[config.mk]
export PLATFORM = sky130hd
export DESIGN_NAME = mcrs_top
export DESIGN_NICKNAME = d
export VERILOG_FILES = /design/src/mcrs_pkg.sv /design/src/mcrs_timer.sv /design/src/mcrs_top.sv
export VERILOG_INCLUDE_DIRS = /design/src
export SDC_FILE = /design/constraint.sdc
export NUM_CORES = 1
export LEC_CHECK = 0
export ABC_AREA = 1
export ABC_CLOCK_PERIOD_IN_PS = 1900
export BUFFER_PORTS_ARGS = -buffer_cell sky130_fd_sc_hd__buf_4
export CORE_ASPECT_RATIO = 1.75
export CORE_MARGIN = 4
export CORE_UTILIZATION = 40
export CTS_CLUSTER_DIAMETER = 200
export CTS_CLUSTER_SIZE = 10
export DETAILED_ROUTE_END_ITERATION = 8
export SLEW_MARGIN = 10
export SYNTH_ARGS = -nofsm -noshare
export SYNTH_HDL_FRONTEND = slang
export SYNTH_HIERARCHICAL = 1
export SYNTH_SLANG_ARGS = --single-unit
[constraint.sdc]
create_clock -name i_core_clk -period 1.9 [get_ports i_core_clk]
set_input_delay 0.095 -clock i_core_clk [delete_from_list [all_inputs] [get_ports i_core_clk]]
set_output_delay 0.095 -clock i_core_clk [all_outputs]
set_load 0.005 [all_outputs]
[src/mcrs_consts.svh]
// timing counts, register offsets, field positions and reset values of the reset sequencer
// included by the sequencer top module and its testbench; core clock assumed 100 MHz
`ifndef MCRS_CONSTS_SVH
`define MCRS_CONSTS_SVH

`define MCRS_CLK_MHZ      32'd100
`define MCRS_HOLD_MS      32'd32
`define MCRS_DELAY_MS     32'd10
`define MCRS_HOLD_CYC     (`MCRS_HOLD_MS * 32'd1000 * `MCRS_CLK_MHZ)
`define MCRS_DELAY_CYC    (`MCRS_DELAY_MS * 32'd1000 * `MCRS_CLK_MHZ)

`define MCRS_PULSES       4'h8
`define MCRS_SEL_FALLS    2'h2
`define MCRS_SYNC_FIRST   4'h1
`define MCRS_SYNC_LAST    4'h4

`define MCRS_ADDR_STATUS_REGISTER_ONE 16'hE501
`define MCRS_ADDR_CFG     16'hE510
`define MCRS_ADDR_CFG2    16'hE511
`define MCRS_ADDR_RUN     16'hE512
`define MCRS_ADDR_KEY     16'hE7FE
`define MCRS_ADDR_STEP2   16'hE7E3

`define MCRS_BIT_RESET_DONE_FLAG  15
`define MCRS_BIT_SOFTWARE_RESET_BIT    7
`define MCRS_BIT_LOCK     0

`define MCRS_KEY_VAL      8'hAD
`define MCRS_STEP2_VAL    8'h80
`define MCRS_RUN_VAL      16'h0001
`define MCRS_CFG_RST      16'h0000
`define MCRS_CFG_SOFTWARE_RESET_BIT    16'h0080

`endif

[src/mcrs_pkg.sv]
// types shared by the reset sequencer files
// no assumptions beyond a SystemVerilog compiler
package mcrs_pkg;

   typedef enum logic [2:0] {
      S_OFF,
      S_HOLD,
      S_DELAY,
      S_PULSE_ON,
      S_PINRST,
      S_PULSE_OFF,
      S_RUN
   } mcrs_state_e;

   typedef struct packed {
      logic        wr;
      logic        rd;
      logic [15:0] addr;
      logic [15:0] wdata;
   } mcrs_req_s;

   typedef struct packed {
      logic        valid;
      logic [15:0] data;
   } mcrs_rsp_s;

   typedef struct packed {
      logic frontend_clock_out;
      logic sync;
      logic reset_en;
      logic phase_a_reset_line;
      logic phase_b_reset_line;
      logic phase_c_reset_line;
      logic neutral_reset_line;
   } mcrs_fe_s;

endpackage : mcrs_pkg

[src/mcrs_timer.sv]
// cycle timer: counts core cycles while enabled, done level after the limit
// assumes a synchronous active-low reset and a limit of at least one
`timescale 1ns/10ps
`default_nettype none

module mcrs_timer #(
   parameter int W = 32
) (
   input  wire logic         i_core_clk,
   input  wire logic         i_rst_n,
   input  wire logic         i_en,
   input  wire logic [W-1:0] i_limit,
   output var  logic         o_done
);

   logic [W-1:0] cnt_q;

   always_ff @(posedge i_core_clk) begin
      if (!i_rst_n || !i_en) begin
         cnt_q <= '0;
      end else if (!o_done) begin
         cnt_q <= cnt_q + W'(1);
      end
   end

   always_ff @(posedge i_core_clk) begin
      if (!i_rst_n || !i_en) begin
         o_done <= 1'b0;
      end else if (cnt_q == i_limit - W'(1)) begin
         o_done <= 1'b1;
      end
   end
endmodule : mcrs_timer

`default_nettype wire

[src/mcrs_top.sv]
// reset and start-up sequencer: power hold, front-end clock, reset pulse train,
// port selection and lock, reset-done flag, processor run and protect control
// assumes a 100 MHz core clock, synchronous active-low reset pin, a supply-good level
`timescale 1ns/10ps
`default_nettype none
`include "mcrs_consts.svh"

module mcrs_top #(
   parameter int unsigned HOLD_CYC  = `MCRS_HOLD_CYC,
   parameter int unsigned DELAY_CYC = `MCRS_DELAY_CYC
) (
   input  wire logic                i_core_clk,
   input  wire logic                i_rst_n,
   input  wire logic                i_supply_ok,
   input  wire logic                i_select_handshake_pin,
   input  wire mcrs_pkg::mcrs_req_s i_req,
   output var  mcrs_pkg::mcrs_rsp_s o_rsp,
   output var  mcrs_pkg::mcrs_fe_s  o_fe,
   output var  logic                o_interrupt_one_pin_n,
   output var  logic                o_spi_active,
   output var  logic                o_port_locked,
   output var  logic                o_dsp_run,
   output var  logic                o_dsp_protect
);

   mcrs_pkg::mcrs_state_e st_q;
   mcrs_pkg::mcrs_state_e st_d;

   logic [3:0]  div_q;
   logic [3:0]  pcnt_q;
   logic [1:0]  falls_q;
   logic [15:0] cfg_q;
   logic [15:0] rd_data;
   logic        hold_done;
   logic        delay_done;
   logic        sel_q;
   logic        spi_q;
   logic        lock_q;
   logic        reset_done_flag_q;
   logic        reset_done_flag_d;
   logic        run_q;
   logic        key_armed_q;
   logic        protect_q;
   logic        lines_d;
   logic        in_pulse;
   logic        clk_en;
   logic        seq_end;
   logic        sel_fall;
   logic        port_clr;
   logic        sw_start;
   logic        regs_clr;
   logic        wr_st1;
   logic        wr_cfg;
   logic        wr_cfg2;
   logic        wr_run;
   logic        wr_key;
   logic        wr_step2;

   // write decode
   assign wr_st1   = i_req.wr && (i_req.addr == `MCRS_ADDR_STATUS_REGISTER_ONE);
   assign wr_cfg   = i_req.wr && (i_req.addr == `MCRS_ADDR_CFG);
   assign wr_cfg2  = i_req.wr && (i_req.addr == `MCRS_ADDR_CFG2);
   assign wr_run   = i_req.wr && (i_req.addr == `MCRS_ADDR_RUN);
   assign wr_key   = i_req.wr && (i_req.addr == `MCRS_ADDR_KEY);
   assign wr_step2 = i_req.wr && (i_req.addr == `MCRS_ADDR_STEP2);

   assign in_pulse = (st_q == mcrs_pkg::S_PULSE_ON) || (st_q == mcrs_pkg::S_PULSE_OFF);
   assign clk_en   = (st_q == mcrs_pkg::S_DELAY) || (st_q == mcrs_pkg::S_PULSE_ON) ||
                     (st_q == mcrs_pkg::S_RUN);
   assign seq_end  = in_pulse && (pcnt_q == `MCRS_PULSES) && (div_q[1:0] == 2'h3);
   assign port_clr = !i_rst_n || !i_supply_ok;
   assign sw_start = (st_q == mcrs_pkg::S_RUN) && wr_cfg && i_req.wdata[`MCRS_BIT_SOFTWARE_RESET_BIT];
   assign regs_clr = port_clr || sw_start;
   assign sel_fall = sel_q && !i_select_handshake_pin;
   assign lines_d  = in_pulse ? ~div_q[1] : 1'b1;

   // delay timers
   mcrs_timer #(.W(32)) u_hold (
      .i_core_clk (i_core_clk),
      .i_rst_n    (i_rst_n),
      .i_en       (st_q == mcrs_pkg::S_HOLD),
      .i_limit    (HOLD_CYC),
      .o_done     (hold_done)
   );

   mcrs_timer #(.W(32)) u_delay (
      .i_core_clk (i_core_clk),
      .i_rst_n    (i_rst_n),
      .i_en       (st_q == mcrs_pkg::S_DELAY),
      .i_limit    (DELAY_CYC),
      .o_done     (delay_done)
   );

   // sequence state
   always_comb begin
      st_d = st_q;
      case (st_q)
         mcrs_pkg::S_OFF:       if (i_supply_ok) st_d = mcrs_pkg::S_HOLD;
         mcrs_pkg::S_HOLD:      if (hold_done) st_d = mcrs_pkg::S_DELAY;
         mcrs_pkg::S_DELAY:     if (delay_done) st_d = mcrs_pkg::S_PULSE_ON;
         mcrs_pkg::S_PINRST:    st_d = mcrs_pkg::S_PULSE_OFF;
         mcrs_pkg::S_PULSE_ON:  if (seq_end) st_d = mcrs_pkg::S_RUN;
         mcrs_pkg::S_PULSE_OFF: if (seq_end) st_d = mcrs_pkg::S_RUN;
         mcrs_pkg::S_RUN:       if (sw_start) st_d = mcrs_pkg::S_PULSE_ON;
         default:               st_d = mcrs_pkg::S_OFF;
      endcase
      if (!i_supply_ok) begin
         st_d = mcrs_pkg::S_OFF;
      end
   end

   always_ff @(posedge i_core_clk) begin
      if (!i_rst_n) begin
         st_q <= mcrs_pkg::S_PINRST;
      end else begin
         st_q <= st_d;
      end
   end

   // free-running divider: bits 1:0 give clock over four, all four over sixteen
   always_ff @(posedge i_core_clk) begin
      if (!i_rst_n) begin
         div_q <= 4'h0;
      end else begin
         div_q <= div_q + 4'h1;
      end
   end

   // falling edges of the reset lines
   always_ff @(posedge i_core_clk) begin
      if (!i_rst_n || !in_pulse) begin
         pcnt_q <= 4'h0;
      end else if (o_fe.phase_a_reset_line && !lines_d) begin
         pcnt_q <= pcnt_q + 4'h1;
      end
   end

   // front-end pins
   always_ff @(posedge i_core_clk) begin
      if (!i_rst_n) begin
         o_fe <= '1;
      end else begin
         o_fe.frontend_clock_out <= clk_en ? ~div_q[1] : 1'b1;
         o_fe.sync               <= clk_en ? (div_q >= `MCRS_SYNC_FIRST && div_q <= `MCRS_SYNC_LAST)
                                           : 1'b1;
         o_fe.reset_en           <= !in_pulse;
         o_fe.phase_a_reset_line <= lines_d;
         o_fe.phase_b_reset_line <= lines_d;
         o_fe.phase_c_reset_line <= lines_d;
         o_fe.neutral_reset_line <= lines_d;
      end
   end

   // serial port selection and lock
   always_ff @(posedge i_core_clk) begin
      if (port_clr) begin
         sel_q <= 1'b1;
      end else begin
         sel_q <= i_select_handshake_pin;
      end
   end

   always_ff @(posedge i_core_clk) begin
      if (port_clr) begin
         spi_q   <= 1'b0;
         falls_q <= 2'h0;
      end else if (!lock_q && !spi_q && sel_fall) begin
         if (falls_q == `MCRS_SEL_FALLS) begin
            spi_q <= 1'b1;
         end else begin
            falls_q <= falls_q + 2'h1;
         end
      end
   end

   // not cleared by software reset
   always_ff @(posedge i_core_clk) begin
      if (port_clr) begin
         lock_q <= 1'b0;
      end else if (wr_cfg2 && spi_q) begin
         lock_q <= 1'b1;
      end else if (wr_cfg2 && i_req.wdata[`MCRS_BIT_LOCK]) begin
         lock_q <= 1'b1;
      end
   end

   // reset-done flag, set wins over write and software-reset clear
   always_comb begin
      reset_done_flag_d = reset_done_flag_q;
      if (port_clr) begin
         reset_done_flag_d = 1'b0;
      end else if (seq_end) begin
         reset_done_flag_d = 1'b1;
      end else if (sw_start || (wr_st1 && i_req.wdata[`MCRS_BIT_RESET_DONE_FLAG])) begin
         reset_done_flag_d = 1'b0;
      end
   end

   always_ff @(posedge i_core_clk) begin
      reset_done_flag_q <= reset_done_flag_d;
      o_interrupt_one_pin_n  <= !reset_done_flag_d;
   end

   // configuration register, software-reset bit self-clears
   always_ff @(posedge i_core_clk) begin
      if (port_clr) begin
         cfg_q <= `MCRS_CFG_RST;
      end else if (sw_start) begin
         cfg_q <= `MCRS_CFG_SOFTWARE_RESET_BIT;
      end else if (seq_end) begin
         cfg_q[`MCRS_BIT_SOFTWARE_RESET_BIT] <= 1'b0;
      end else if (wr_cfg) begin
         cfg_q <= {i_req.wdata[15:8], cfg_q[`MCRS_BIT_SOFTWARE_RESET_BIT], i_req.wdata[6:0]};
      end
   end

   // processor run control
   always_ff @(posedge i_core_clk) begin
      if (regs_clr) begin
         run_q <= 1'b0;
      end else if (wr_run && st_q == mcrs_pkg::S_RUN) begin
         run_q <= (i_req.wdata == `MCRS_RUN_VAL);
      end
   end

   // processor RAM write protection
   always_ff @(posedge i_core_clk) begin
      if (regs_clr) begin
         key_armed_q <= 1'b0;
         protect_q   <= 1'b0;
      end else if (wr_key) begin
         key_armed_q <= (i_req.wdata[7:0] == `MCRS_KEY_VAL);
      end else if (wr_step2) begin
         key_armed_q <= 1'b0;
         if (key_armed_q && i_req.wdata[7:0] == `MCRS_STEP2_VAL) begin
            protect_q <= 1'b1;
         end
      end
   end

   // read port
   always_comb begin
      rd_data = 16'h0000;
      case (i_req.addr)
         `MCRS_ADDR_STATUS_REGISTER_ONE: rd_data[`MCRS_BIT_RESET_DONE_FLAG] = reset_done_flag_q;
         `MCRS_ADDR_CFG:     rd_data = cfg_q;
         `MCRS_ADDR_CFG2:    rd_data[`MCRS_BIT_LOCK] = lock_q;
         `MCRS_ADDR_RUN:     rd_data[0] = run_q;
         default:            rd_data = 16'h0000;
      endcase
   end

   always_ff @(posedge i_core_clk) begin
      if (!i_rst_n) begin
         o_rsp <= '0;
      end else begin
         o_rsp.valid <= i_req.rd;
         o_rsp.data  <= i_req.rd ? rd_data : 16'h0000;
      end
   end

   assign o_spi_active  = spi_q;
   assign o_port_locked = lock_q;
   assign o_dsp_run     = run_q;
   assign o_dsp_protect = protect_q;
endmodule : mcrs_top

`default_nettype wire

After elaboration in Yosys (flattened, before gate mapping)
Cells that the tools add are included.
{"block": "totals", "reg_bits": 124, "in_bits": 38, "out_inout_bits": 29, "word_cells": 140}
{"block": "classes", "add_sub_neg": 5, "magnitude_cmp": 2, "eq_ne": 28, "mux": 20, "n_bitwise": 4, "n_reduce_logical": 55}
{"op": "16-bit == test, second input constant", "count": 6}
{"op": "32-bit by 1-bit adder with 32-bit output, second input constant", "count": 2}
{"op": "32-bit by 20-bit == test with 1-bit output, second input constant", "count": 1}
{"op": "32-bit by 22-bit == test with 1-bit output, second input constant", "count": 1}
{"op": "1-bit logical AND", "count": 20}
{"op": "3-bit case mux with 6 select lines", "count": 1}
{"op": "16-bit by 1-bit == test with 1-bit output, second input constant", "count": 1}
{"op": "8-bit == test, second input constant", "count": 2}
{"op": "16-bit two-way mux", "count": 1}
{"op": "3-bit two-way mux", "count": 5}
{"op": "2-bit AND reduction", "count": 6}
{"op": "1-bit zero test", "count": 10}
{"op": "3-bit == test, second input constant", "count": 3}
{"op": "1-bit logical OR", "count": 9}
{"op": "1-bit two-way mux", "count": 9}
{"op": "3-bit != test, second input constant", "count": 3}
{"op": "4-bit by 1-bit adder with 4-bit output, second input constant", "count": 2}
{"op": "8-bit two-way mux", "count": 1}
{"op": "4-bit AND reduction", "count": 2}
{"op": "7-bit two-way mux", "count": 1}
{"op": "3-bit by 2-bit == test with 1-bit output, second input constant", "count": 2}
{"op": "2-bit != test, second input constant", "count": 3}
{"op": "3-bit AND reduction", "count": 2}
{"op": "2-bit nonzero test", "count": 3}
{"op": "13 further kinds", "count": 18}

Logic depth before layout (Yosys ltp)
{"block": "depth", "word_depth": 9, "depth_mapped": 16, "depth_no_buf": 16}

Modules after synthesis
Netlist, hierarchy kept.
{"mod": "mcrs_timer", "n_inst": 2, "cells_per_inst": 542, "area_per_inst_um2": 3051.7, "seq_area_each_um2": 660.6}
{"mod": "mcrs_top", "n_inst": 1, "cells_per_inst": 356, "area_per_inst_um2": 2651.3, "seq_area_each_um2": 1161.1}

Least setup slack after synthesis
No wires, ideal clock.
{"block": "synth_path", "path_kind": "reg2reg", "start": "register u_delay.cnt_q[1]", "end": "register u_delay.cnt_q[20]", "setup_ns": 0.128, "t_arrival_ns": 1.623, "required_time_ns": 1.772, "path_slack_ns": 0.149, "path_stages_with_launch": 11, "n_path_buf": 0, "period_less_slack_ns": 1.751, "cell_sequence": "dfxtp_1 ha_1 nand4_1 nor3_2 nand3_1 nor2_1 nand2_2 nor2_1 nand3_1 xor2_1 nor2_1"}
{"block": "synth_between", "elab_chain_len": 1}
{"element": "from (decl)", "line_no": "mcrs_timer.sv:16", "text": "logic [W-1:0] cnt_q;"}
{"element": "from (signal assigned)", "line_no": "mcrs_timer.sv:22", "text": "cnt_q <= cnt_q + W'(1);"}
{"element": "32-bit by 1-bit adder with 32-bit output", "line_no": "mcrs_timer.sv:22"}
Every way passes these cells.
A chain may end at the register's enable or synchronous reset.

Worst setup path in the final report
{"block": "layout_path", "start": "register u_delay.cnt_q[2]", "end": "register u_delay.cnt_q[21]"}
The elaborated chain is that of the path after synthesis.

==> impl_metrics.tcl <==
set metrics [dict create \
    grt_max_degree 20 \
    dpl.hpwl_microns 19600 \
    first_global_vias 8797 \
    root_buffer "clkbuf_16" \
    final_cell_area_sq_um 11700 \
    ant_nets 0 \
    fin_skew_ps 15.2 \
    reg2reg_setup_slack_ps -20 \
    syn2layout_area_growth_pct 33.2 \
    pre_cts_ws_ps -12.4 \
    cp-end-kind "flip-flop" \
    place_congestion 0.956 \
    fmaxAchievable_mhz 520 \
    cap_violations 0 \
    die_x_microns 120 \
    crit_required_ps 2240 \
    core_sq_um 21500 \
    hold_path_class "in2reg" \
    antenna_found_initial 0 \
    cts_made_buffers 17 \
    std_cell_rows 71 \
    finalCoreUtilization_pct 54.2 \
    worstSetupStartpoint "u_delay/cnt_q[2]" \
    fin_ws_ps -22.7 \
    drv_slew 0 \
    synth_area_sq_um 8750 \
    syn-instance-count 1440 \
    cts_tree "done" \
    gr-usage-all-layers_pct 20.1 \
    synth.avg_cell_area_sq_um 6.08 \
    io_pins 67 \
    crit_fanout 4 \
    synth-edff-count 0 \
    vias 9192 \
    vdd_ir_drop_max_mv 0.521 \
    ys_seq_elements 124 \
    violations "setup timing" \
    vias_per_cell 4.39 \
    status "finished, violations left" \
    ys_warn_count 6 \
    worstSetupStartpointType "flip-flop" \
    worst_slew_pin_slew_ps 690 \
    hold_viol 0 \
    ys_seq_area_share_pct 28.4 \
    worstHoldStart "i_req[33]" \
    routed_wl_microns 24000 \
    insertion_delay_ps 420 \
    path_clk_slew_ps 60 \
    dr.pass1.iters 4 \
    worst-endpoint-arrival_ps 2270 \
    wl_per_cell_microns 11.5 \
    slew_headroom_pct 53.6 \
    worst_r2r_startpoint "u_delay/cnt_q[2]" \
    power_density_nw_per_um2 563 \
    diodes 0 \
    first_iter_violations 410 \
    async_reset_ff_share_pct 0 \
    ys.flop_type "dfxtp_1" \
    period_needed_ps 1920 \
    setup_viol 1 \
    drc 0 \
    clkSinkCount 124 \
    cts.path.max_buffers 2 \
    worstSetupPathType "reg2reg" \
    rsz0062_at_grt "yes" \
    place_area_sq_um 10600 \
    io_buffers 66 \
    leakage_nw 5.53 \
    final_nets 1839 \
    htree_num_levels 4 \
    ys_types 43 \
    dieArea_sq_um 24400 \
    grt.overflow.total 0 \
    finalCritPeriodShare_pct 101 \
    grt_pass1_wl_microns 39800 \
    die_h_microns 204 \
    post_route_cells_drive_above_1_share_pct 15.0 \
    start_util_pct 40.7 \
]
==> registers in the layout (all words and copies together) (netlist names), 2 cells and up <==
signal,cells
cfg_q,16
div_q,4
u_hold/cnt_q,32
pcnt_q,4
falls_q,2
u_delay/cnt_q,32
st_q,3
o_fe,4
o_rsp,17
==> layout make-up <==
| cell class | count | area, sq um |
|---|---|---|
| fill | 2252 | 9840 |
| multi-input combinational | 1291 | 6280 |
| sequential | 124 | 2490 |
| timing repair buffer | 138 | 1110 |
| inverter | 219 | 828 |
| clock buffer | 17 | 425 |
| tap | 292 | 365 |
| clock inverter | 15 | 163 |
==> synth_stat cells, drive strengths merged, types with 12 or more instances <==
cell type  instances  area, sq um
dfxtp            124         2480
inv              219          822
xor2              30          263
nand3             84          445
xnor2             23          201
o21ai             65          382
nand2            390         1530
buf               12         97.6
a21oi             57          285
nor3              35          185
nor2             303         1310
nand4             30          194
==> what timing repair did <==
action / in CTS / in global routing
endpoints found under the hold margin: 21 / 0
hold buffers: 19 / 0
gates resized for setup: 9 / 52
endpoints found under the setup margin: 4 / 31
pin swaps: 4 / 25
setup buffers: 1 / 16
==> power breakdown <==
| group | internal [mW] | switching (mW) | total (mW) | leakage [nW] |
|---|---|---|---|---|
| Clock | 1.87 | 1.38 | 3.25 | 0.285 |
| Combinational | 0.269 | 0.411 | 0.680 | 4.24 |
| Sequential | 2.62 | 0.0200 | 2.64 | 1.01 |
| Total | 4.76 | 1.81 | 6.56 | 5.53 |
==> per-layer routing <==
layer | part of all wire, % | up-vias | track usage [%]
met3 | 1.3 | 67 | 1.78
met1 | 35 | 4017 | 18.8
met4 | 4.9 | 0 | 9.91
li1 | - | 4991 | -
met5 | 0 | - | 0
met2 | 59 | 117 | 42.1
==> metrics by stage <==
| stage | power, mW | TNS, ps | hold slack (ps) | instances |
|---|---|---|---|---|
| final | 6.56 | -22.7 | 56.7 | 2096 |
| after global routing | 6.86 | -1890 | 55.5 | 2096 |
| after CTS | 6.59 | -0.519 | 47.2 | 2080 |
| after detailed placement | 3.30 | -22.3 | 306 | 2028 |
| after global placement | 3.30 | 0 | 309 | 2028 |
| after floorplan | 3.15 | 0 | 164 | 1652 |
==> cell usage in the layout, fill, tap and decap left out, types with 8 or more instances in the layout <==
master         Yosys  final
a21oi_1           57     55
nor2_4            14     18
nor2_2            28     28
ha_1              10      9
inv_1            216    213
xor2_1            30     30
nand4_1           29     29
nand2_1          373    369
nor3_1            33     27
nand3b_1          10     10
xnor2_1           23     23
nor2_1           261    257
nand3_1           82     80
conb_1             2    214
nand2_2           12     12
o21ai_0           52     44
o21a_1            10     10
dfxtp_1          124    115
clkbuf_16          0     17
nor3_2             2      8
buf_4              4    113
dfxtp_2            0      9
dlygate4sd3_1      0     19
o21ai_2           12     14
nand2_4            5      9
==> logic make-up (layout without fill, tap and decap cells) <==
family	Yosys count	after routing	synth area share (%)
AOI/OAI and AO/OA	140	140	9.19
xor gates and xnor gates	55	55	5.82
adders and majority gates	10	10	1.43
buffers and inverters	237	389	10.8
DFF	124	124	28.4
other	2	214	0.0858
and+or+nand+nor	872	872	44.4
==> path summary, 6_finish.rpt <==
kind,end,cells after the start
hold / removal,o_interrupt_one_pin_n,3
setup reg to reg,u_delay/cnt_q[21],14
hold reg to reg,o_rsp[4],2
setup / recovery,u_delay/cnt_q[21],14
==> worst max-delay path, cell delays in order, from the launching register on <==
cell and delay (ps):
dfxtp_1 350, nand2_2 60, nor2_2 110, nand2_2 70, nor2_4 140, nand2_4 70, nor2_4 140, nand3_4 90
nor2_4 150, nand2_4 80, nor2_4 180, buf_4 140, buf_6 80, o21ai_0 60, a21oi_1 130
(Power assumes the default switching activity.)
